<file path="src/dacrp_defs.svh">
// Register offsets, field positions, reset values and timing figures of the DAC route / pop block
`ifndef DACRP_DEFS_SVH
`define DACRP_DEFS_SVH

// Register indices; the byte address on the bus is four times the index
`define DACRP_IDX_ROUTE        6'h29
`define DACRP_IDX_POP          6'h2A
`define DACRP_IDX_CTRL         6'h30
`define DACRP_IDX_STATUS       6'h31

// Reset values
`define DACRP_RST_ROUTE        8'h00
`define DACRP_RST_POP          8'h00
`define DACRP_RST_CTRL         8'h00

// Routing register fields
`define DACRP_LEFT_ROUTE_HI    7
`define DACRP_LEFT_ROUTE_LO    6
`define DACRP_RIGHT_ROUTE_HI   5
`define DACRP_RIGHT_ROUTE_LO   4
`define DACRP_LINK_HI          1
`define DACRP_LINK_LO          0

// Pop reduction register fields
`define DACRP_DELAY_HI         7
`define DACRP_DELAY_LO         4
`define DACRP_STEP_HI          3
`define DACRP_STEP_LO          2
`define DACRP_CM_SEL_BIT       1

// Control and status register fields
`define DACRP_CTRL_ON_BIT      0
`define DACRP_STAT_READY_BIT   4
`define DACRP_STAT_STATE_HI    6
`define DACRP_STAT_STATE_LO    5

// Clock rate in MHz (8 ns period)
`define DACRP_CLK_MHZ          125

// Power-on delay times in microseconds
`define DACRP_DLY_0_US         32'd0
`define DACRP_DLY_1_US         32'd10
`define DACRP_DLY_2_US         32'd100
`define DACRP_DLY_3_US         32'd1000
`define DACRP_DLY_4_US         32'd10000
`define DACRP_DLY_5_US         32'd50000
`define DACRP_DLY_6_US         32'd500000
`define DACRP_DLY_7_US         32'd200000
`define DACRP_DLY_8_US         32'd400000
`define DACRP_DLY_9_US         32'd800000
`define DACRP_DLY_10_US        32'd2000000
`define DACRP_DLY_11_US        32'd4000000

// Ramp step times in microseconds
`define DACRP_STEP_0_US        32'd0
`define DACRP_STEP_1_US        32'd1000
`define DACRP_STEP_2_US        32'd2000
`define DACRP_STEP_3_US        32'd4000

`endif

</file>
<file path="src/dacrp_pkg.sv">
// Types shared by the DAC route / pop block
package dacrp_pkg;

    // Driver power-up sequencer states
    typedef enum logic [1:0] {
        DACRP_SEQ_IDLE  = 2'b00,
        DACRP_SEQ_DELAY = 2'b01,
        DACRP_SEQ_RAMP  = 2'b10,
        DACRP_SEQ_ON    = 2'b11
    } dacrp_seq_t;

    // Channel route codes
    typedef enum logic [1:0] {
        DACRP_ROUTE_ONE  = 2'b00,
        DACRP_ROUTE_LINE = 2'b01,
        DACRP_ROUTE_HIGH = 2'b10,
        DACRP_ROUTE_RSVD = 2'b11
    } dacrp_route_t;

    // Volume linkage codes
    typedef enum logic [1:0] {
        DACRP_LINK_INDEP  = 2'b00,
        DACRP_LINK_L_FROM = 2'b01,
        DACRP_LINK_R_FROM = 2'b10,
        DACRP_LINK_INDEP2 = 2'b11
    } dacrp_link_t;

endpackage

</file>
<file path="src/dacrp_interval_timer.sv">
// Down-counting interval timer used for the power-on delay and ramp steps
module dacrp_interval_timer #(
    parameter int unsigned CNT_W = 32
) (
    input  wire logic             clk,
    input  wire logic             srst,
    input  wire logic             start,
    input  wire logic             abort,
    input  wire logic [CNT_W-1:0] target,
    output logic                  done
);

    logic [CNT_W-1:0] count_q;   // Cycles still to wait
    logic             busy_q;    // Interval running

    // Load, count down and flag expiry; a target of 0 or 1 expires after one cycle
    always_ff @(posedge clk) begin
        if (srst || abort) begin
            count_q <= '0;
            busy_q  <= 1'b0;
            done    <= 1'b0;
        end else if (start) begin
            // Restart wins over a running interval
            done    <= (target <= CNT_W'(1));
            busy_q  <= (target > CNT_W'(1));
            count_q <= target - CNT_W'(1);
        end else if (busy_q) begin
            if (count_q == CNT_W'(1)) begin
                done   <= 1'b1;
                busy_q <= 1'b0;
            end else begin
                done <= 1'b0;
            end
            count_q <= count_q - CNT_W'(1);
        end else begin
            done <= 1'b0;
        end
    end

endmodule

</file>
<file path="src/dacrp_route_pop_ctrl.sv">
// DAC output routing, volume linkage and output driver pop reduction control
`include "dacrp_defs.svh"

module dacrp_route_pop_ctrl
    import dacrp_pkg::*;
#(
    parameter int unsigned CYCLES_PER_US = `DACRP_CLK_MHZ,  // Shorten in simulation
    parameter int unsigned RAMP_STEPS    = 8,               // Ramp levels to full drive, at most 15
    parameter int unsigned LEVEL_W       = 4
) (
    input  wire logic               clk,
    input  wire logic               srst,
    // Classic Wishbone slave
    input  wire logic               cyc_i,
    input  wire logic               stb_i,
    input  wire logic               we_i,
    input  wire logic [7:0]         adr_i,
    input  wire logic [31:0]        dat_i,
    input  wire logic [3:0]         sel_i,
    output logic      [31:0]        dat_o,
    output logic                    ack_o,
    // Per-channel volume settings from the volume registers
    input  wire logic [7:0]         leftVolumeIn,
    input  wire logic [7:0]         rightVolumeIn,
    // Effective volumes after linkage
    output logic      [7:0]         leftVolume_q,
    output logic      [7:0]         rightVolume_q,
    // Route enables
    output logic                    leftPathOne_q,
    output logic                    leftLinePath_q,
    output logic                    leftHighPowerPath_q,
    output logic                    rightPathOne_q,
    output logic                    rightLinePath_q,
    output logic                    rightHighPowerPath_q,
    // Common-mode source: 0 analog_supply divider, 1 band-gap
    output logic                    cmFromBandgap_q,
    // Driver ramp state
    output logic      [LEVEL_W-1:0] driverLevel_q,
    output logic                    driverReady_q
);

    localparam int unsigned CNT_W = 32;

    // Route code to one-hot {high-power, line, path one}; reserved code drives nothing
    function automatic logic [2:0] routeDecode(input logic [1:0] code);
        logic [2:0] hot;
        hot = 3'h0;
        unique case (dacrp_route_t'(code))
            DACRP_ROUTE_ONE:  hot = 3'h1;
            DACRP_ROUTE_LINE: hot = 3'h2;
            DACRP_ROUTE_HIGH: hot = 3'h4;
            DACRP_ROUTE_RSVD: hot = 3'h0;  // Illegal setting, keep paths open
        endcase
        return hot;
    endfunction

    // Power-on delay code to microseconds; reserved codes give the longest delay
    function automatic logic [31:0] delayUs(input logic [3:0] code);
        logic [31:0] us;
        us = `DACRP_DLY_11_US;
        case (code)
            4'h0:    us = `DACRP_DLY_0_US;
            4'h1:    us = `DACRP_DLY_1_US;
            4'h2:    us = `DACRP_DLY_2_US;
            4'h3:    us = `DACRP_DLY_3_US;
            4'h4:    us = `DACRP_DLY_4_US;
            4'h5:    us = `DACRP_DLY_5_US;
            4'h6:    us = `DACRP_DLY_6_US;
            4'h7:    us = `DACRP_DLY_7_US;
            4'h8:    us = `DACRP_DLY_8_US;
            4'h9:    us = `DACRP_DLY_9_US;
            4'hA:    us = `DACRP_DLY_10_US;
            default: us = `DACRP_DLY_11_US;
        endcase
        return us;
    endfunction

    // Ramp step code to microseconds
    function automatic logic [31:0] stepUs(input logic [1:0] code);
        logic [31:0] us;
        us = `DACRP_STEP_0_US;
        unique case (code)
            2'h0: us = `DACRP_STEP_0_US;
            2'h1: us = `DACRP_STEP_1_US;
            2'h2: us = `DACRP_STEP_2_US;
            2'h3: us = `DACRP_STEP_3_US;
        endcase
        return us;
    endfunction

    // Software-visible registers
    logic [7:0]        routeReg_q;     // Route and volume link
    logic [7:0]        popReg_q;       // Pop reduction
    logic [7:0]        ctrlReg_q;      // Driver on command
    dacrp_seq_t        seqState_q;     // Sequencer state

    // Bus decode
    logic              busReq;         // New request this cycle
    logic              busWrite;       // Write strobe on lane 0
    logic [5:0]        regIdx;         // Word index
    logic [7:0]        readByte;       // Selected register contents

    // Timing
    logic [CNT_W-1:0]  delayCycles;    // Programmed power-on delay in cycles
    logic [CNT_W-1:0]  stepCycles;     // Programmed ramp step in cycles
    logic              stepIsZero;     // Ramp step of 0 ms
    logic              timerStart_q;   // Start pulse to the timer
    logic [CNT_W-1:0]  timerTarget_q;  // Interval to load
    logic              timerDone;      // Interval expired
    logic              timerAbort;     // Cancel a running interval
    logic              driverOn;       // Software command

    assign regIdx   = adr_i[7:2];
    // A request is taken once; ack in flight blocks a second take of the same cycle
    assign busReq   = cyc_i && stb_i && !ack_o;
    // Only the low byte lane holds data; other lanes are ignored
    assign busWrite = busReq && we_i && sel_i[0];
    assign driverOn = ctrlReg_q[`DACRP_CTRL_ON_BIT];
    assign timerAbort = !driverOn;

    // Programmed times converted to clock counts
    assign delayCycles = CNT_W'(delayUs(popReg_q[`DACRP_DELAY_HI:`DACRP_DELAY_LO]) * CYCLES_PER_US);
    assign stepCycles  = CNT_W'(stepUs(popReg_q[`DACRP_STEP_HI:`DACRP_STEP_LO]) * CYCLES_PER_US);
    assign stepIsZero  = (popReg_q[`DACRP_STEP_HI:`DACRP_STEP_LO] == 2'h0);

    // Read multiplexer; unmapped words read as zero
    always_comb begin
        readByte = 8'h00;
        case (regIdx)
            `DACRP_IDX_ROUTE:  readByte = routeReg_q;
            `DACRP_IDX_POP:    readByte = popReg_q;
            `DACRP_IDX_CTRL:   readByte = ctrlReg_q;
            `DACRP_IDX_STATUS: begin
                readByte[`DACRP_STAT_STATE_HI:`DACRP_STAT_STATE_LO] = seqState_q;
                readByte[`DACRP_STAT_READY_BIT] = driverReady_q;
                readByte[LEVEL_W-1:0] = driverLevel_q;
            end
            default:           readByte = 8'h00;
        endcase
    end

    // Bus answer: ack one cycle after the request, dropped the cycle after
    always_ff @(posedge clk) begin
        if (srst) begin
            ack_o <= 1'b0;
            dat_o <= 32'h0000_0000;
        end else begin
            ack_o <= busReq;
            // Read data is captured with the request so it is stable under ack
            if (busReq) begin
                dat_o <= {24'h00_0000, readByte};
            end
        end
    end

    // Routing register; reserved bits are stored as written
    always_ff @(posedge clk) begin
        if (srst) begin
            routeReg_q <= `DACRP_RST_ROUTE;
        end else if (busWrite && regIdx == `DACRP_IDX_ROUTE) begin
            routeReg_q <= dat_i[7:0];
        end
    end

    // Pop reduction register
    always_ff @(posedge clk) begin
        if (srst) begin
            popReg_q <= `DACRP_RST_POP;
        end else if (busWrite && regIdx == `DACRP_IDX_POP) begin
            popReg_q <= dat_i[7:0];
        end
    end

    // Control register; only the driver-on bit exists
    always_ff @(posedge clk) begin
        if (srst) begin
            ctrlReg_q <= `DACRP_RST_CTRL;
        end else if (busWrite && regIdx == `DACRP_IDX_CTRL) begin
            ctrlReg_q <= {7'h00, dat_i[`DACRP_CTRL_ON_BIT]};
        end
    end

    // Route enables; a reserved code leaves every path open rather than guessing
    always_ff @(posedge clk) begin
        if (srst) begin
            {leftHighPowerPath_q, leftLinePath_q, leftPathOne_q}    <= 3'h0;
            {rightHighPowerPath_q, rightLinePath_q, rightPathOne_q} <= 3'h0;
        end else begin
            {leftHighPowerPath_q, leftLinePath_q, leftPathOne_q} <=
                routeDecode(routeReg_q[`DACRP_LEFT_ROUTE_HI:`DACRP_LEFT_ROUTE_LO]);
            {rightHighPowerPath_q, rightLinePath_q, rightPathOne_q} <=
                routeDecode(routeReg_q[`DACRP_RIGHT_ROUTE_HI:`DACRP_RIGHT_ROUTE_LO]);
        end
    end

    // Volume linkage
    always_ff @(posedge clk) begin
        if (srst) begin
            leftVolume_q  <= 8'h00;
            rightVolume_q <= 8'h00;
        end else begin
            unique case (dacrp_link_t'(routeReg_q[`DACRP_LINK_HI:`DACRP_LINK_LO]))
                DACRP_LINK_L_FROM: begin
                    leftVolume_q  <= rightVolumeIn;
                    rightVolume_q <= rightVolumeIn;
                end
                DACRP_LINK_R_FROM: begin
                    leftVolume_q  <= leftVolumeIn;
                    rightVolume_q <= leftVolumeIn;
                end
                DACRP_LINK_INDEP, DACRP_LINK_INDEP2: begin
                    leftVolume_q  <= leftVolumeIn;
                    rightVolume_q <= rightVolumeIn;
                end
            endcase
        end
    end

    // Common-mode source select
    always_ff @(posedge clk) begin
        if (srst) begin
            cmFromBandgap_q <= 1'b0;
        end else begin
            cmFromBandgap_q <= popReg_q[`DACRP_CM_SEL_BIT];
        end
    end

    // Power-up sequencer: delay first, then step the level up to full drive.
    // Timing fields are sampled when each interval starts, so a rewrite mid-interval
    // only affects the next interval.
    always_ff @(posedge clk) begin
        if (srst) begin
            seqState_q    <= DACRP_SEQ_IDLE;
            driverLevel_q <= '0;
            driverReady_q <= 1'b0;
            timerStart_q  <= 1'b0;
            timerTarget_q <= '0;
        end else if (!driverOn) begin
            // Command withdrawn: drop the driver at once
            seqState_q    <= DACRP_SEQ_IDLE;
            driverLevel_q <= '0;
            driverReady_q <= 1'b0;
            timerStart_q  <= 1'b0;
        end else begin
            timerStart_q <= 1'b0;
            unique case (seqState_q)
                DACRP_SEQ_IDLE: begin
                    // Command seen: begin the power-on delay
                    seqState_q    <= DACRP_SEQ_DELAY;
                    timerStart_q  <= 1'b1;
                    timerTarget_q <= delayCycles;
                end
                DACRP_SEQ_DELAY: begin
                    if (timerDone && stepIsZero) begin
                        // Zero step time: jump to full drive
                        seqState_q    <= DACRP_SEQ_ON;
                        driverLevel_q <= LEVEL_W'(RAMP_STEPS);
                        driverReady_q <= 1'b1;
                    end else if (timerDone) begin
                        seqState_q    <= DACRP_SEQ_RAMP;
                        timerStart_q  <= 1'b1;
                        timerTarget_q <= stepCycles;
                    end
                end
                DACRP_SEQ_RAMP: begin
                    if (timerDone) begin
                        driverLevel_q <= driverLevel_q + LEVEL_W'(1);
                        if (driverLevel_q == LEVEL_W'(RAMP_STEPS - 1)) begin
                            seqState_q    <= DACRP_SEQ_ON;
                            driverReady_q <= 1'b1;
                        end else begin
                            timerStart_q  <= 1'b1;
                            timerTarget_q <= stepCycles;
                        end
                    end
                end
                DACRP_SEQ_ON: begin
                    // Hold full drive until the command drops
                    driverReady_q <= 1'b1;
                end
            endcase
        end
    end

    // Interval counter for the delay and each ramp step
    dacrp_interval_timer #(
        .CNT_W (CNT_W)
    ) uTimer (
        .clk    (clk),
        .srst   (srst),
        .start  (timerStart_q),
        .abort  (timerAbort),
        .target (timerTarget_q),
        .done   (timerDone)
    );

endmodule

</file>
<file path="config.mk">
export PLATFORM = sky130hd
export DESIGN_NAME = dacrp_route_pop_ctrl
export DESIGN_NICKNAME = d
export VERILOG_FILES = /design/src/dacrp_pkg.sv /design/src/dacrp_interval_timer.sv /design/src/dacrp_route_pop_ctrl.sv
export VERILOG_INCLUDE_DIRS = /design/src
export SDC_FILE = /design/constraint.sdc
export NUM_CORES = 1
export LEC_CHECK = 0
export ABC_AREA = 1
export BUFFER_PORTS_ARGS = -buffer_cell sky130_fd_sc_hd__buf_2
export CAP_MARGIN = 30
export CORE_UTILIZATION = 43
export CTS_BUF_LIST = sky130_fd_sc_hd__clkbuf_8
export CTS_CLUSTER_SIZE = 40
export DETAILED_ROUTE_END_ITERATION = 10
export PLACE_DENSITY = 0.62
export SYNTH_ARGS = -nofsm -noshare
export SYNTH_HDL_FRONTEND = slang
export SYNTH_HIERARCHICAL = 1
export SYNTH_SLANG_ARGS = --single-unit
</file>
<file path="constraint.sdc">
create_clock -name clk -period 4.5 [get_ports clk]
set_input_delay 0.675 -clock clk [delete_from_list [all_inputs] [get_ports clk]]
set_output_delay 0.675 -clock clk [all_outputs]
set_load 0.02 [all_outputs]
</file>
**Word level (Yosys, flattened, before mapping)**

Memories as Yosys holds them, arrays and structs flattened. A register that Yosys moved wholly into a read port is not among the register bits.
Cells that the tools add are included.

- Flip-flop bits (word level): 123
- Memory bits (read-only): 336
- Input port bits: 65
- Output and inout port bits: 61
- Logic and storage cells: 125
- Memories: 1

- Add/sub/neg operators: 3
- Multipliers: 2
- Order comparisons: 2
- Eq/ne operators: 28
- Muxes and demuxes: 39
- Bitwise operators: 1
- Reductions and logical operators: 27

Memory list:

| name | depth | bits a word | rd ports | clocked after memory_dff | write ports | RTL line | text |
|---|---|---|---|---|---|---|---|
| (name not given) | 16 | 21 | 1 | 1 | 0 | dacrp_route_pop_ctrl.sv:61 | `case (code)` |

Operators with widths:

| cell | count |
|---|---|
| 32-bit two-way mux | 6 |
| 32-bit one-hot mux with 4 select lines | 1 |
| 32-bit one-hot mux with 3 select lines | 1 |
| 32-bit by 7-bit multiplier with 32-bit output (second input constant) | 2 |
| 32-bit by 1-bit subtractor with 32-bit output (second input constant) | 2 |
| 32-bit by 1-bit == test with 1-bit output (second input constant) | 1 |
| 32-bit by 1-bit greater-than comparator with 1-bit output (second input constant) | 1 |
| 32-bit by 1-bit <= comparator with 1-bit output (second input constant) | 1 |
| 8-bit one-hot mux with 2 select lines | 2 |
| 7-bit one-hot mux with 4 select lines | 1 |
| 6-bit == test (second input constant) | 4 |
| 3-bit one-hot mux with 4 select lines | 2 |
| 2-bit == test (second input constant) | 10 |
| 4-bit two-way mux | 4 |
| 1-bit two-way mux | 13 |
| 2-bit by 1-bit == test with 1-bit output (second input constant) | 5 |
| 2-bit logical NOT | 5 |
| 1-bit logical AND | 8 |
| 2-bit two-way mux | 4 |
| 2-bit != test (second input constant) | 4 |
| 4-bit one-hot mux with 2 select lines | 1 |
| 4-bit AND reduction | 2 |
| 1-bit one-hot mux with 3 select lines | 2 |
| 2-bit one-hot mux with 3 select lines | 1 |
| 14 further kinds | 19 |

**Longest topological paths before layout**

Gate-level depths: netlist of the first run.

- Depth in word-level cells: 7
- Depth in mapped cells: 20
- Gate-level depth less buffers: 20

**Modules after synthesis**

The synthesis of the first run kept the hierarchy.

Modules (own cells, without submodules):

| module | times used | cells an instance | area each (um^2) | seq. area each (um^2) |
|---|---|---|---|---|
| dacrp_route_pop_ctrl | 1 | 1185 | 8847.2 | 2162.1 |
| dacrp_interval_timer | 1 | 557 | 3301.9 | 680.7 |

**Worst setup path after synthesis of the first run**

OpenSTA, ideal clock, no wires.

- Kind: reg2reg
- From: reg with a tool-made name
- To: reg timerTarget_q[15]
- Setup time: 0.132 ns
- Arrival: 3.720 ns
- Slack: 0.648 ns
- Stages on the path, launching flop included: 16
- Path buffers: 0
- Cell sequence: dfxtp_1 -> inv_1 -> fa_1 -> fa_1 -> fa_1 -> fa_1 -> inv_1 -> ha_1 -> nand2_1 -> nor2_1 -> nand2_1 -> nand2_1 -> a21oi_1 -> or2_2 -> nand3_1 -> a21oi_1

RTL lines:

| what | RTL line | text |
|---|---|---|
| end signal: assignment | dacrp_route_pop_ctrl.sv:251 | `timerTarget_q <= delayCycles;` |
| end signal: assignment | dacrp_route_pop_ctrl.sv:262 | `timerTarget_q <= stepCycles;` |
| end signal: assignment | dacrp_route_pop_ctrl.sv:273 | `timerTarget_q <= stepCycles;` |
| end: declaration | dacrp_route_pop_ctrl.sv:108 | `logic [CNT_W-1:0] timerTarget_q;` |

==> results of run 1 <==
-- placed cells by master, fill, tap and decap left out, drive strengths merged, types with 3 or more instances in the layout --
| cell | synthesis | layout |
|---|---|---|
| xnor2 | 7 | 7 |
| clkinv | 5 | 10 |
| nor3 | 18 | 18 |
| nand3 | 117 | 117 |
| nor4 | 3 | 3 |
| buf | 40 | 77 |
| nor2 | 250 | 250 |
| clkbuf | 13 | 17 |
| a21oi | 85 | 85 |
| or2 | 8 | 8 |
| and2 | 5 | 5 |
| nand4 | 23 | 23 |
| ha | 87 | 87 |
| o221ai | 6 | 6 |
| o21ai | 73 | 73 |
| inv | 315 | 324 |
| o211ai | 6 | 6 |
| o21bai | 8 | 8 |
| conb | 1 | 29 |
| xor2 | 13 | 13 |
| dfxtp | 142 | 142 |
| o22ai | 5 | 5 |
| nand2 | 407 | 407 |
| fa | 74 | 74 |
| a31oi | 13 | 13 |
-- power by group through the flow --
stage	registers, mW	logic (mW)	clock network [mW]
2_1_floorplan	1.31	0.0986	0
3_3_place_gp	1.30	0.138	0
3_5_place_dp	1.30	0.140	0
4_1_cts	1.27	0.140	1.10
5_1_grt	1.27	0.156	1.15
6_report	1.27	0.140	1.07
-- metrics by stage --
step           setup slack, ns  cell area, um^2  cells
2_1_floorplan            0.648            12300   1770
3_3_place_gp             0.285            12800   2172
3_5_place_dp             0.242            12800   2172
4_1_cts                  0.182            13200   2204
5_1_grt                0.00891            13200   2204
6_report                 0.245            13200   2204
-- area by class of cell --
type                            count  area, um^2
Clock buffer                       17         234
Clock inverter                     15         170
Fill cell                        2882       14600
Inverter                          320        1210
Multi-Input combinational cell   1255        7890
Sequential cell                   142        2850
Tap cell                          378         473
Timing Repair Buffer               77         398
-- synth_stat cells (2+ instances only) --
cell,count
fa_1,74
a22oi_1,2
inv_4,2
a31oi_1,13
a31o_2,2
o21ai_0,61
buf_6,4
xnor2_1,7
nor2_8,4
buf_2,11
nand2_2,11
dfxtp_1,142
nor4_1,3
and2_1,5
buf_4,25
o21bai_1,7
nor3_4,4
o21ai_1,11
and3_1,2
nor2_4,15
a21oi_1,85
nor2_2,27
clkbuf_1,12
clkinv_1,5
nand2_4,7
o221ai_1,6
xor2_1,13
a211oi_1,2
nand4_1,22
nand3_1,112
inv_1,303
o21a_1,2
nor2_1,204
ha_1,87
nand3b_1,2
or2_2,7
o211ai_1,6
inv_2,10
o22ai_1,5
nand3_2,4
nand2_1,389
nor3_1,14
-- kinds of logic after synthesis --
kind of cell,after synthesis
AND/OR/NAND/NOR,837
buffers and inverters,373
AO/OA/AOI/OAI,208
adder cells (fa/ha/maj),161
flip-flops,142
XOR/XNOR,20
other,1
-- worst reg2reg max path: stages, from the launching register on --
cell and delay (ns):
dfxtp_1 0.38, inv_1 0.16, fa_1 0.48, fa_1 0.54, inv_1 0.05, fa_1 0.52, inv_1 0.05, fa_1 0.52
inv_1 0.04, ha_1 0.39, nand2_1 0.15, nor2_1 0.15, inv_1 0.07, nor2_1 0.22, nand3_1 0.12, nand3_1 0.09
nand2_1 0.09, a21oi_1 0.15
-- metal layers --
| metal | wire, um | part of all wire | vias up | global-route usage |
|---|---|---|---|---|
| li1 | - | - | 5544 | - |
| met1 | 14000 | 0.46 | 5039 | 0.282 |
| met2 | 14800 | 0.48 | 242 | 0.393 |
| met3 | 1300 | 0.042 | 41 | 0.0400 |
| met4 | 550 | 0.018 | 0 | 0.0678 |
| met5 | 0 | 0 | - | 0 |
-- what timing repair did --
item                                    in CTS  in global routing
endpoints found under the setup margin       0                 12
gates resized for setup                      0                 20
setup buffers                                0                  0
hold buffers                                 0                  0
-- worst max path at each step --
stage | start | endpoint | slack (ns) | cells past startpoint
after floorplan | register | timerTarget_q[15]$_SDFFE_PP0P_ | 0.65 | 15
after global placement | register | timerTarget_q[24]$_SDFFE_PP0P_ | 0.28 | 18
after CTS | register | timerTarget_q[24]$_SDFFE_PP0P_ | 0.18 | 18
after global routing | register | timerTarget_q[24]$_SDFFE_PP0P_ | 0.009 | 18
after detailed placement | register | timerTarget_q[25]$_SDFFE_PP0P_ | 0.24 | 18
final | register | timerTarget_q[30]$_SDFFE_PP0P_ | 0.25 | 17
==> summary.md, run 1 <==
| Metric | Value |
|---|---|
| Status | `finished, final reports clean` |
| Final Hold Fails | `0` |
| CP cell instances | `inv_1, fa_1, fa_1, inv_1, fa_1, inv_1, fa_1, inv_1, ha_1, nand2_1, nor2_1, inv_1, nor2_1, nand3_1, nand3_1, nand2_1, a21oi_1` |
| Final #Nets | `2,039` |
| Tightest Pin Transition | `1.03 ns` |
| WL final | `30.6 mm` |
| Clk pwr share | `0.431` |
| Detailed-placement wirelength estimate | `~25 mm` |
| CTS tree | `yes` |
| Power per cell area | `between 150 and 200 nW/um^2` |
| Synth Area in Compound Gates | `0.0960` |
| Post-Synth Adder-Cell Area | `0.212` |
| Synthesized area | `12,100 um^2` |
| Slew headroom | `0.312` |
| Distinct cells, synth | `55` |
| Initial antenna violation count | `0` |
| CP Launch Type | `register` |
| Clock Root Buffer | `clkbuf_8` |
| Tmin final | `4.25 ns` |
| Yosys warns | `6` |
| Clock skew | `0.0173 ns` |
| Clk slew on worst S/H paths | `0.11 ns` |
| Max cap viols | `0` |
| Die area | `28,900 um^2` |
| Die H | `170 um` |
| First-pass DRT Iterations | `5` |
| R2r setup slk | `0.25 ns` |
| CTS buffer count | `17` |
| Crit Path Class | `register to register` |
| Core Rows | `61` |
| R2R depth | `17` |
| Antenna Nets Post-Route | `0` |
| ANT cells | `0` |
| Fmax | `0.235 GHz` |
| Mux cell area share after synthesis | `0` |
| DRC | `0` |
| Sequential share of power | `0.512` |
| Setup_tns | `0 ns` |
| Synthesized flop and latch total | `142` |
| Hold Path Class | `input port to register` |
| Clock tree buffer depth | `2` |
| Post-synth top area cell | `dfxtp_1` |
| Sw Ratio | `0.301` |
| XOR/XNOR share of the synthesized area | `0.0144` |
| Hold Crit Depth | `3` |
| Max-slew violation count | `0` |
| Routability cong. | `between 0.9 and 1` |
| Area Growth Syn to Fin | `8.83%` |
| Capturing point of the worst reg2reg path | `timerTarget_q[30]$_SDFFE_PP0P_` |
| GRT Util Overall | `0.225` |
| Sequential share of the synthesized area | `0.234` |
| Largest family of logic cells by synthesized area | `simple AND/OR/NAND/NOR gates` |
| Post-Synth Simple-Gate Area | `0.316` |
| Share of layout cells above drive strength 1 | `0.124` |
| Post-synth top area share | `0.234` |
| Async SR Flop Fraction | `0` |
| Leakage | `6.46 nW` |
| Worst hold endpoint | `leftVolume_q[3]$_SDFF_PP0_` |
| Top cells by area, synth | `dfxtp_1, fa_1, nand2_1, inv_1, ha_1` |
| Input/output buffers | `just over 70` |
| RSZ-0062 raised after global routing | `false` |
| Starting Density | `0.437` |
| Slowest-stage cell, CP | `fa_1` |
| Net switching power figure | `0.746 mW` |
| Num ports | `126` |
| First-pass GRT wire length | `51.6 mm` |
| Crit-path max cell delay | `~0.54 ns` |
| DRT iter0 DRCs | `831` |
| Vias per Instance | `roughly 4.9` |
| Top cell by count, worst path | `inv_1` |
| Final cycle utilization of the critical path | `0.945` |
| Via count | `10,900` |
| Worst path arrival time | `4.66 ns` |
| Global route overflow | `0` |
| Worst hold path startpoint | `rightVolumeIn[3]` |
| Core area | `27,800 um^2` |
| Syn avg cell area | `between 6 and 7 um^2` |
| Skew-Pair Late Insertion Delay | `about 0.48 ns` |
| Die W | `170 um` |
| Routed length per instance | `13.9 um` |
| Combinational share of power | `0.057` |
| Crit-path max FO | `5` |
| Depth of the CTS H-tree | `4` |
| Post-synth EDFFs | `0` |
| # setup viols final | `0` |
| Worst hold slack | `0.425 ns` |
| WP buf/inv | `5` |
| Number of global-route vias before repair | `approximately 10,000` |
| Final Util | `0.476` |
| Post-synth top flop | `dfxtp_1` |
| Syn Inst Count | `1,742` |
| Delay-heaviest family, CP | `adder cells` |
| WP data required | `4.91 ns` |
| Cell Int Power | `1.73 mW` |
| Largest net degree at the start of global routing | `38` |
| Peak VDD IR | `0.164 mV` |
| CP Capture Type | `register` |
| Final Power | `between 2 and 2.5 mW` |
| Clk sinks | `142` |
Note: power is estimated with default switching activity, not from simulation.
==> run 2, diff against run 1 <==
--- a/config.mk
+++ b/config.mk
@@ -9,11 +9,11 @@
 export ABC_AREA = 1
 export BUFFER_PORTS_ARGS = -buffer_cell sky130_fd_sc_hd__buf_2
 export CAP_MARGIN = 30
-export CORE_UTILIZATION = 43
+export CORE_UTILIZATION = 50
 export CTS_BUF_LIST = sky130_fd_sc_hd__clkbuf_8
 export CTS_CLUSTER_SIZE = 40
 export DETAILED_ROUTE_END_ITERATION = 10
-export PLACE_DENSITY = 0.62
+export PLACE_DENSITY = 0.7
 export SYNTH_ARGS = -nofsm -noshare
 export SYNTH_HDL_FRONTEND = slang
 export SYNTH_HIERARCHICAL = 1
==> run 2 against run 1 <==
Against the previous run:
- register-to-register slack barely moved
- design area fell by 0.55%
- critical path depth fell by 1
- flip-flop and latch count did not move
- via count rose by 1.1%
==> summary.md, run 2 (synthesis gave the netlist of run 1 again) <==
| Metric | Value |
|---|---|
| Antenna Nets Post-Route | `0` |
| Tightest Pin Transition | `0.980 ns` |
| Final Hold Fails | `0` |
| Design Area, Final | `between 10,000 and 15,000 um^2` |
| Num ports | `126` |
| Share of layout cells above drive strength 1 | `0.121` |
| Hold buffers post-CTS | `0` |
| RSZ-0062 raised after global routing | `false` |
| Clk slew on worst S/H paths | `~0.10 ns` |
| Crit-path max FO | `4` |
| Placed cell area | `12,700 um^2` |
| Capturing point of the worst reg2reg path | `timerTarget_q[16]$_SDFFE_PP0P_` |
| Clock Root Buffer | `clkbuf_8` |
| Top cell by count, worst path | `nand2_1` |
| Crit Path Class | `register to register` |
| Detailed-placement wirelength estimate | `24.5 mm` |
| Clock skew | `between 0.015 and 0.02 ns` |
| Slew headroom | `0.344` |
| Crit-path max cell delay | `a little under 0.6 ns` |
| CP Capture Type | `register` |
| CTS tree | `yes` |
| Skew-Pair Late Insertion Delay | `0.49 ns` |
| Inst Count DP | `between 2,000 and 2,500` |
| R2r setup slk | `between 0.2 and 0.3 ns` |
| CP cell instances | `inv_1, fa_1, fa_1, fa_1, fa_1, inv_1, ha_1, nand2_1, nor2_1, nand3_1, nand2_1, nand2_1, nand2_1, xor2_1, nand2_1, a21oi_1` |
| Fmax | `0.236 GHz` |
| Hold Path Class | `input port to register` |
| Status | `finished, final reports clean` |
| Peak VDD IR | `approximately 0.19 mV` |
| Max-slew violation count | `0` |
| Slowest-stage cell, CP | `fa_1` |
| Post-route insts no fill | `roughly 2,100` |
| DP Worst Slack | `0.271 ns` |
| Routed length per instance | `approximately 14 um` |
| Worst hold endpoint | `leftVolume_q[3]$_SDFF_PP0_` |
| CTS buffer count | `17` |
| Tmin final | `approximately 4.2 ns` |
| Setup Buffers After CTS | `0` |
| Most common cell after layout, fill and taps aside | `nand2_1` |
| GRT Util Overall | `0.259` |
| Number of global-route vias before repair | `10,400` |
| Global route overflow | `0` |
| Worst path arrival time | `roughly 4.7 ns` |
| Final #Nets | `~2,000` |
| DRC | `0` |
| Setup_tns | `0 ns` |
| Initial antenna violation count | `0` |
| Final cycle utilization of the critical path | `0.942` |
| Core Rows | `56` |
| Area Growth Syn to Fin | `8.23%` |
| ANT cells | `0` |
| Most frequent cells in the layout | `nand2_1, inv_1, nor2_1, dfxtp_1, nand3_1` |
| Final Power | `between 2 and 2.5 mW` |
| First-pass GRT wire length | `about 50 mm` |
| Via count | `11,000` |
| Max cap viols | `0` |
| Die area | `24,900 um^2` |
| WP data required | `4.91 ns` |
| Clk sinks | `142` |
| CP Launch Type | `register` |
| First-pass DRT Iterations | `6` |
| # setup viols final | `0` |
| Starting Density | `0.513` |
| Vias per Instance | `5.12` |
| Worst hold path startpoint | `rightVolumeIn[3]` |
| Power per cell area | `188 nW/um^2` |
| Die H | `158 um` |
| Hold Crit Depth | `3` |
| Depth of the CTS H-tree | `4` |
| WL final | `roughly 30 mm` |
| Core area | `~24,000 um^2` |
| Routability cong. | `0.899` |
| Die W | `158 um` |
| DRT iter0 DRCs | `702` |
| Leakage | `6.48 nW` |
| R2R depth | `16` |
| Input/output buffers | `72` |
| Largest net degree at the start of global routing | `49` |
| Delay-heaviest family, CP | `adder cells` |
| Resized Gates After CTS | `0` |
| PnR worst setup slack | `0.259 ns` |
| Clock tree buffer depth | `2` |
| WP buf/inv | `2` |
run 2: changes by cell type in the layout (fill, tap and decap cells not counted), sizes merged:
| cell | change |
|---|---|
| buf | +3 |
| clkinv | -1 |
| inv | +1 |
run 2: how the worst max path moves through the flow:
| stage | to | slack [ns] | depth (start not counted) |
|---|---|---|---|
| 2_1_floorplan | timerTarget_q[15]$_SDFFE_PP0P_ | 0.65 | 15 |
| 3_3_place_gp | timerTarget_q[16]$_SDFFE_PP0P_ | 0.29 | 16 |
| 3_5_place_dp | timerTarget_q[16]$_SDFFE_PP0P_ | 0.27 | 16 |
| 4_1_cts | timerTarget_q[16]$_SDFFE_PP0P_ | 0.22 | 16 |
| 5_1_grt | timerTarget_q[16]$_SDFFE_PP0P_ | 0.005 | 16 |
| 6_report | timerTarget_q[16]$_SDFFE_PP0P_ | 0.26 | 16 |
run 2: layer usage:
layer	part of all wire	global-route usage
met5	0	0
met4	0.010	0.0587
met3	0.061	0.0446
met2	0.46	0.437
met1	0.47	0.343
run 2: where the power goes:
group          switching (mW)  internal [mW]
combinational           0.100         0.0433
clock                   0.637          0.422
sequential            0.00303           1.27
run 2: cell type report:
class	count	area [um^2]
fill	2376	10500
multi-input combinational	1255	7880
sequential	142	2850
inverter	320	1210
timing repair buffer	80	420
tap	319	399
clock buffer	17	234
clock inverter	15	165
run 2: per-stage QoR:
step	util	hold WS, ns
detailed placement	0.538	0.426
floorplan	-	0.397
global placement	0.538	0.413
CTS	0.555	0.408
finish	0.555	0.425
global route	0.555	0.419
run 2: tightest hold or removal path, delay by kind of cell:
kind	cells	cell delay, ns
and+or+nand+nor	2	0.12
buffers and inverters	1	0.09
==> run 3, diff against run 2 <==
--- a/config.mk
+++ b/config.mk
@@ -9,11 +9,13 @@
 export ABC_AREA = 1
 export BUFFER_PORTS_ARGS = -buffer_cell sky130_fd_sc_hd__buf_2
 export CAP_MARGIN = 30
-export CORE_UTILIZATION = 50
+export CELL_PAD_IN_SITES_DETAIL_PLACEMENT = 0
+export CELL_PAD_IN_SITES_GLOBAL_PLACEMENT = 2
+export CORE_UTILIZATION = 35
 export CTS_BUF_LIST = sky130_fd_sc_hd__clkbuf_8
 export CTS_CLUSTER_SIZE = 40
 export DETAILED_ROUTE_END_ITERATION = 10
-export PLACE_DENSITY = 0.7
+export PLACE_DENSITY = 0.84
 export SYNTH_ARGS = -nofsm -noshare
 export SYNTH_HDL_FRONTEND = slang
 export SYNTH_HIERARCHICAL = 1
==> run 3 against run 2 <==
Against the previous run:
- combinational power barely moved
- sequential share of layout area fell by 0.25 points
- clock power fell by 11%
- power fell by 4.6%
- clock skew rose by 0.013 ns
- critical path depth fell by 1
- via count fell by 3.2%
- die area rose by 42%
- global-route usage fell by 6.6 points
- clock-buffer cell count rose by 1
- hold slack got worse by 0.0060 ns
- first-iteration DRC count fell by 0.85%
- critical path type unchanged
- critical endpoint is now timerTarget_q[15]$_SDFFE_PP0P_
==> summary.md, run 3 (synthesis gave the netlist of run 1 again) <==
| Metric | Value |
|---|---|
| Fillers | `3,703` |
| Clk slew on worst S/H paths | `approximately 0.090 ns` |
| Routability cong. | `0.848` |
| Most common cell after layout, fill and taps aside | `nand2_1` |
| Clock skew | `0.0284 ns` |
| Max cap viols | `0` |
| Tightest Pin Transition | `approximately 0.62 ns` |
| Tmin final | `4.25 ns` |
| PnR worst setup slack | `0.252 ns` |
| Crit-path max cell delay | `0.58 ns` |
| Slowest-stage cell, CP | `fa_1` |
| # setup viols final | `0` |
| Vias per Instance | `between 4 and 5` |
| Routed length per instance | `about 15 um` |
| Clock tree buffer depth | `2` |
| Area Growth Syn to Fin | `9.49%` |
| WL final | `33.2 mm` |
| Skew-Pair Late Insertion Delay | `0.48 ns` |
| CP Capture Type | `register` |
| Max-slew violation count | `0` |
| DRC | `0` |
| First-pass GRT wire length | `54.7 mm` |
| Slew headroom | `0.586` |
| Clk sinks | `142` |
| GRT Util Overall | `0.193` |
| Largest net degree at the start of global routing | `38` |
| Global route overflow | `0` |
| Hold Path Class | `register to register` |
| Peak VDD IR | `between 0.15 and 0.2 mV` |
| CP cell instances | `inv_1, fa_1, fa_1, fa_1, fa_1, inv_1, ha_1, nand2_1, nor2_2, nand2_1, nand2_1, a21oi_1, or2_2, nand3_1, a21oi_1` |
| Top cell by count, worst path | `fa_1` |
| Worst path arrival time | `4.58 ns` |
| CTS buffer count | `17` |
| Setup_tns | `0 ns` |
| Most frequent cells in the layout | `nand2_1, inv_1, nor2_1, dfxtp_1, nand3_1` |
| Final cycle utilization of the critical path | `0.944` |
| Share of layout cells above drive strength 1 | `0.125` |
| Antenna Nets Post-Route | `0` |
| Setup Buffers After CTS | `0` |
| Final #Nets | `between 2,000 and 2,500` |
| DRT iter0 DRCs | `696` |
| Crit-path max FO | `5` |
| ANT cells | `0` |
| Final Hold Fails | `0` |
| Initial antenna violation count | `1` |
| CP Launch Type | `register` |
| Depth of the CTS H-tree | `4` |
| DP Worst Slack | `0.160 ns` |
| RSZ-0062 raised after global routing | `true` |
| Clock Root Buffer | `clkbuf_8` |
| Die W | `between 150 and 200 um` |
| Leakage | `6.46 nW` |
| Power per cell area | `approximately 180 nW/um^2` |
| Detailed-placement wirelength estimate | `roughly 27 mm` |
| Die area | `35,500 um^2` |
| Starting Density | `0.359` |
| Die H | `188 um` |
| Core area | `33,900 um^2` |
| Fmax | `0.235 GHz` |
| WP data required | `4.83 ns` |
| Input/output buffers | `72` |
| Num ports | `between 100 and 150` |
| Via count | `10,600` |
| Status | `finished, final reports clean` |
| Crit Path Class | `register to register` |
| Number of global-route vias before repair | `10,600` |
| First-pass DRT Iterations | `5` |
| CTS tree | `yes` |
| Core Rows | `67` |
## run 3: cell types whose count changed in the layout (fill, tap and decap cells not counted), sizes merged
cell      delta
buf          +4
inv          -5
clkinvlp     +3
clkbuf       +1
## run 3: repair_timing
item | 4_1_cts | 5_1_grt
gates resized for setup | 0 | 18
hold buffers | 0 | 0
setup endpoints to repair | 0 | 13
endpoints found under the hold margin | 0 | 0
## run 3: path summary, 6_finish.rpt
check                        startpoint                        endpoint  slack, ns  depth (start not counted)
max           delayCycles[2]$_SDFF_PP0_  timerTarget_q[15]$_SDFFE_PP0P_       0.25                         15
min          routeReg_q[5]$_SDFFE_PP0P_       rightPathOne_q$_SDFF_PP0_       0.42                          1
max reg2reg   delayCycles[2]$_SDFF_PP0_  timerTarget_q[15]$_SDFFE_PP0P_       0.25                         15
min reg2reg  routeReg_q[5]$_SDFFE_PP0P_       rightPathOne_q$_SDFF_PP0_       0.42                          1
## run 3: cell type report
type | instances | area (um^2) | share of cell area
Timing Repair Buffer | 84 | 454 | 0.0341
Clock inverter | 13 | 88.8 | 0.00668
Multi-Input combinational cell | 1255 | 7900 | 0.594
Clock buffer | 18 | 248 | 0.0186
Inverter | 320 | 1210 | 0.0907
Sequential cell | 142 | 2850 | 0.214
Tap cell | 448 | 561 | 0.0421
## run 3: per-stage QoR
| stage | instance area, um^2 | util | hold WS [ns] | std cells | power [mW] |
|---|---|---|---|---|---|
| global route | 13300 | 0.393 | 0.406 | 2280 | 2.45 |
| global placement | 12900 | 0.381 | 0.410 | 2248 | 1.44 |
| finish | 13300 | 0.393 | 0.419 | 2280 | 2.36 |
| CTS | 13300 | 0.392 | 0.399 | 2280 | 2.38 |
| floorplan | 12300 | - | 0.397 | 1770 | 1.41 |
| detailed placement | 12900 | 0.382 | 0.413 | 2249 | 1.44 |
## run 3: critical path, delay by kind of cell, from the launching register on
kind	cells	cell delay (ns)
AND/OR/NAND/NOR	6	0.89
buffers and inverters	2	0.15
AO/OA/AOI/OAI	2	0.17
flip-flops	1	0.47
adder cells (fa/ha/maj)	5	2.43
## run 3: report_power, final
part	internal (mW)	total, mW	switching, mW	leakage, nW
clock network	0.392	0.945	0.553	0.169
logic	0.0431	0.143	0.0997	5.14
registers	1.27	1.27	0.00317	1.15
total	1.70	2.36	0.656	6.46
## run 3: per-layer routing
layer / vias up / track usage / share of wire
met5: - / 0 / 0.00039
met4: 2 / 0.0484 / 0.014
met3: 30 / 0.0298 / 0.035
met2: 183 / 0.314 / 0.45
met1: 4872 / 0.267 / 0.50
li1: 5555 / - / -
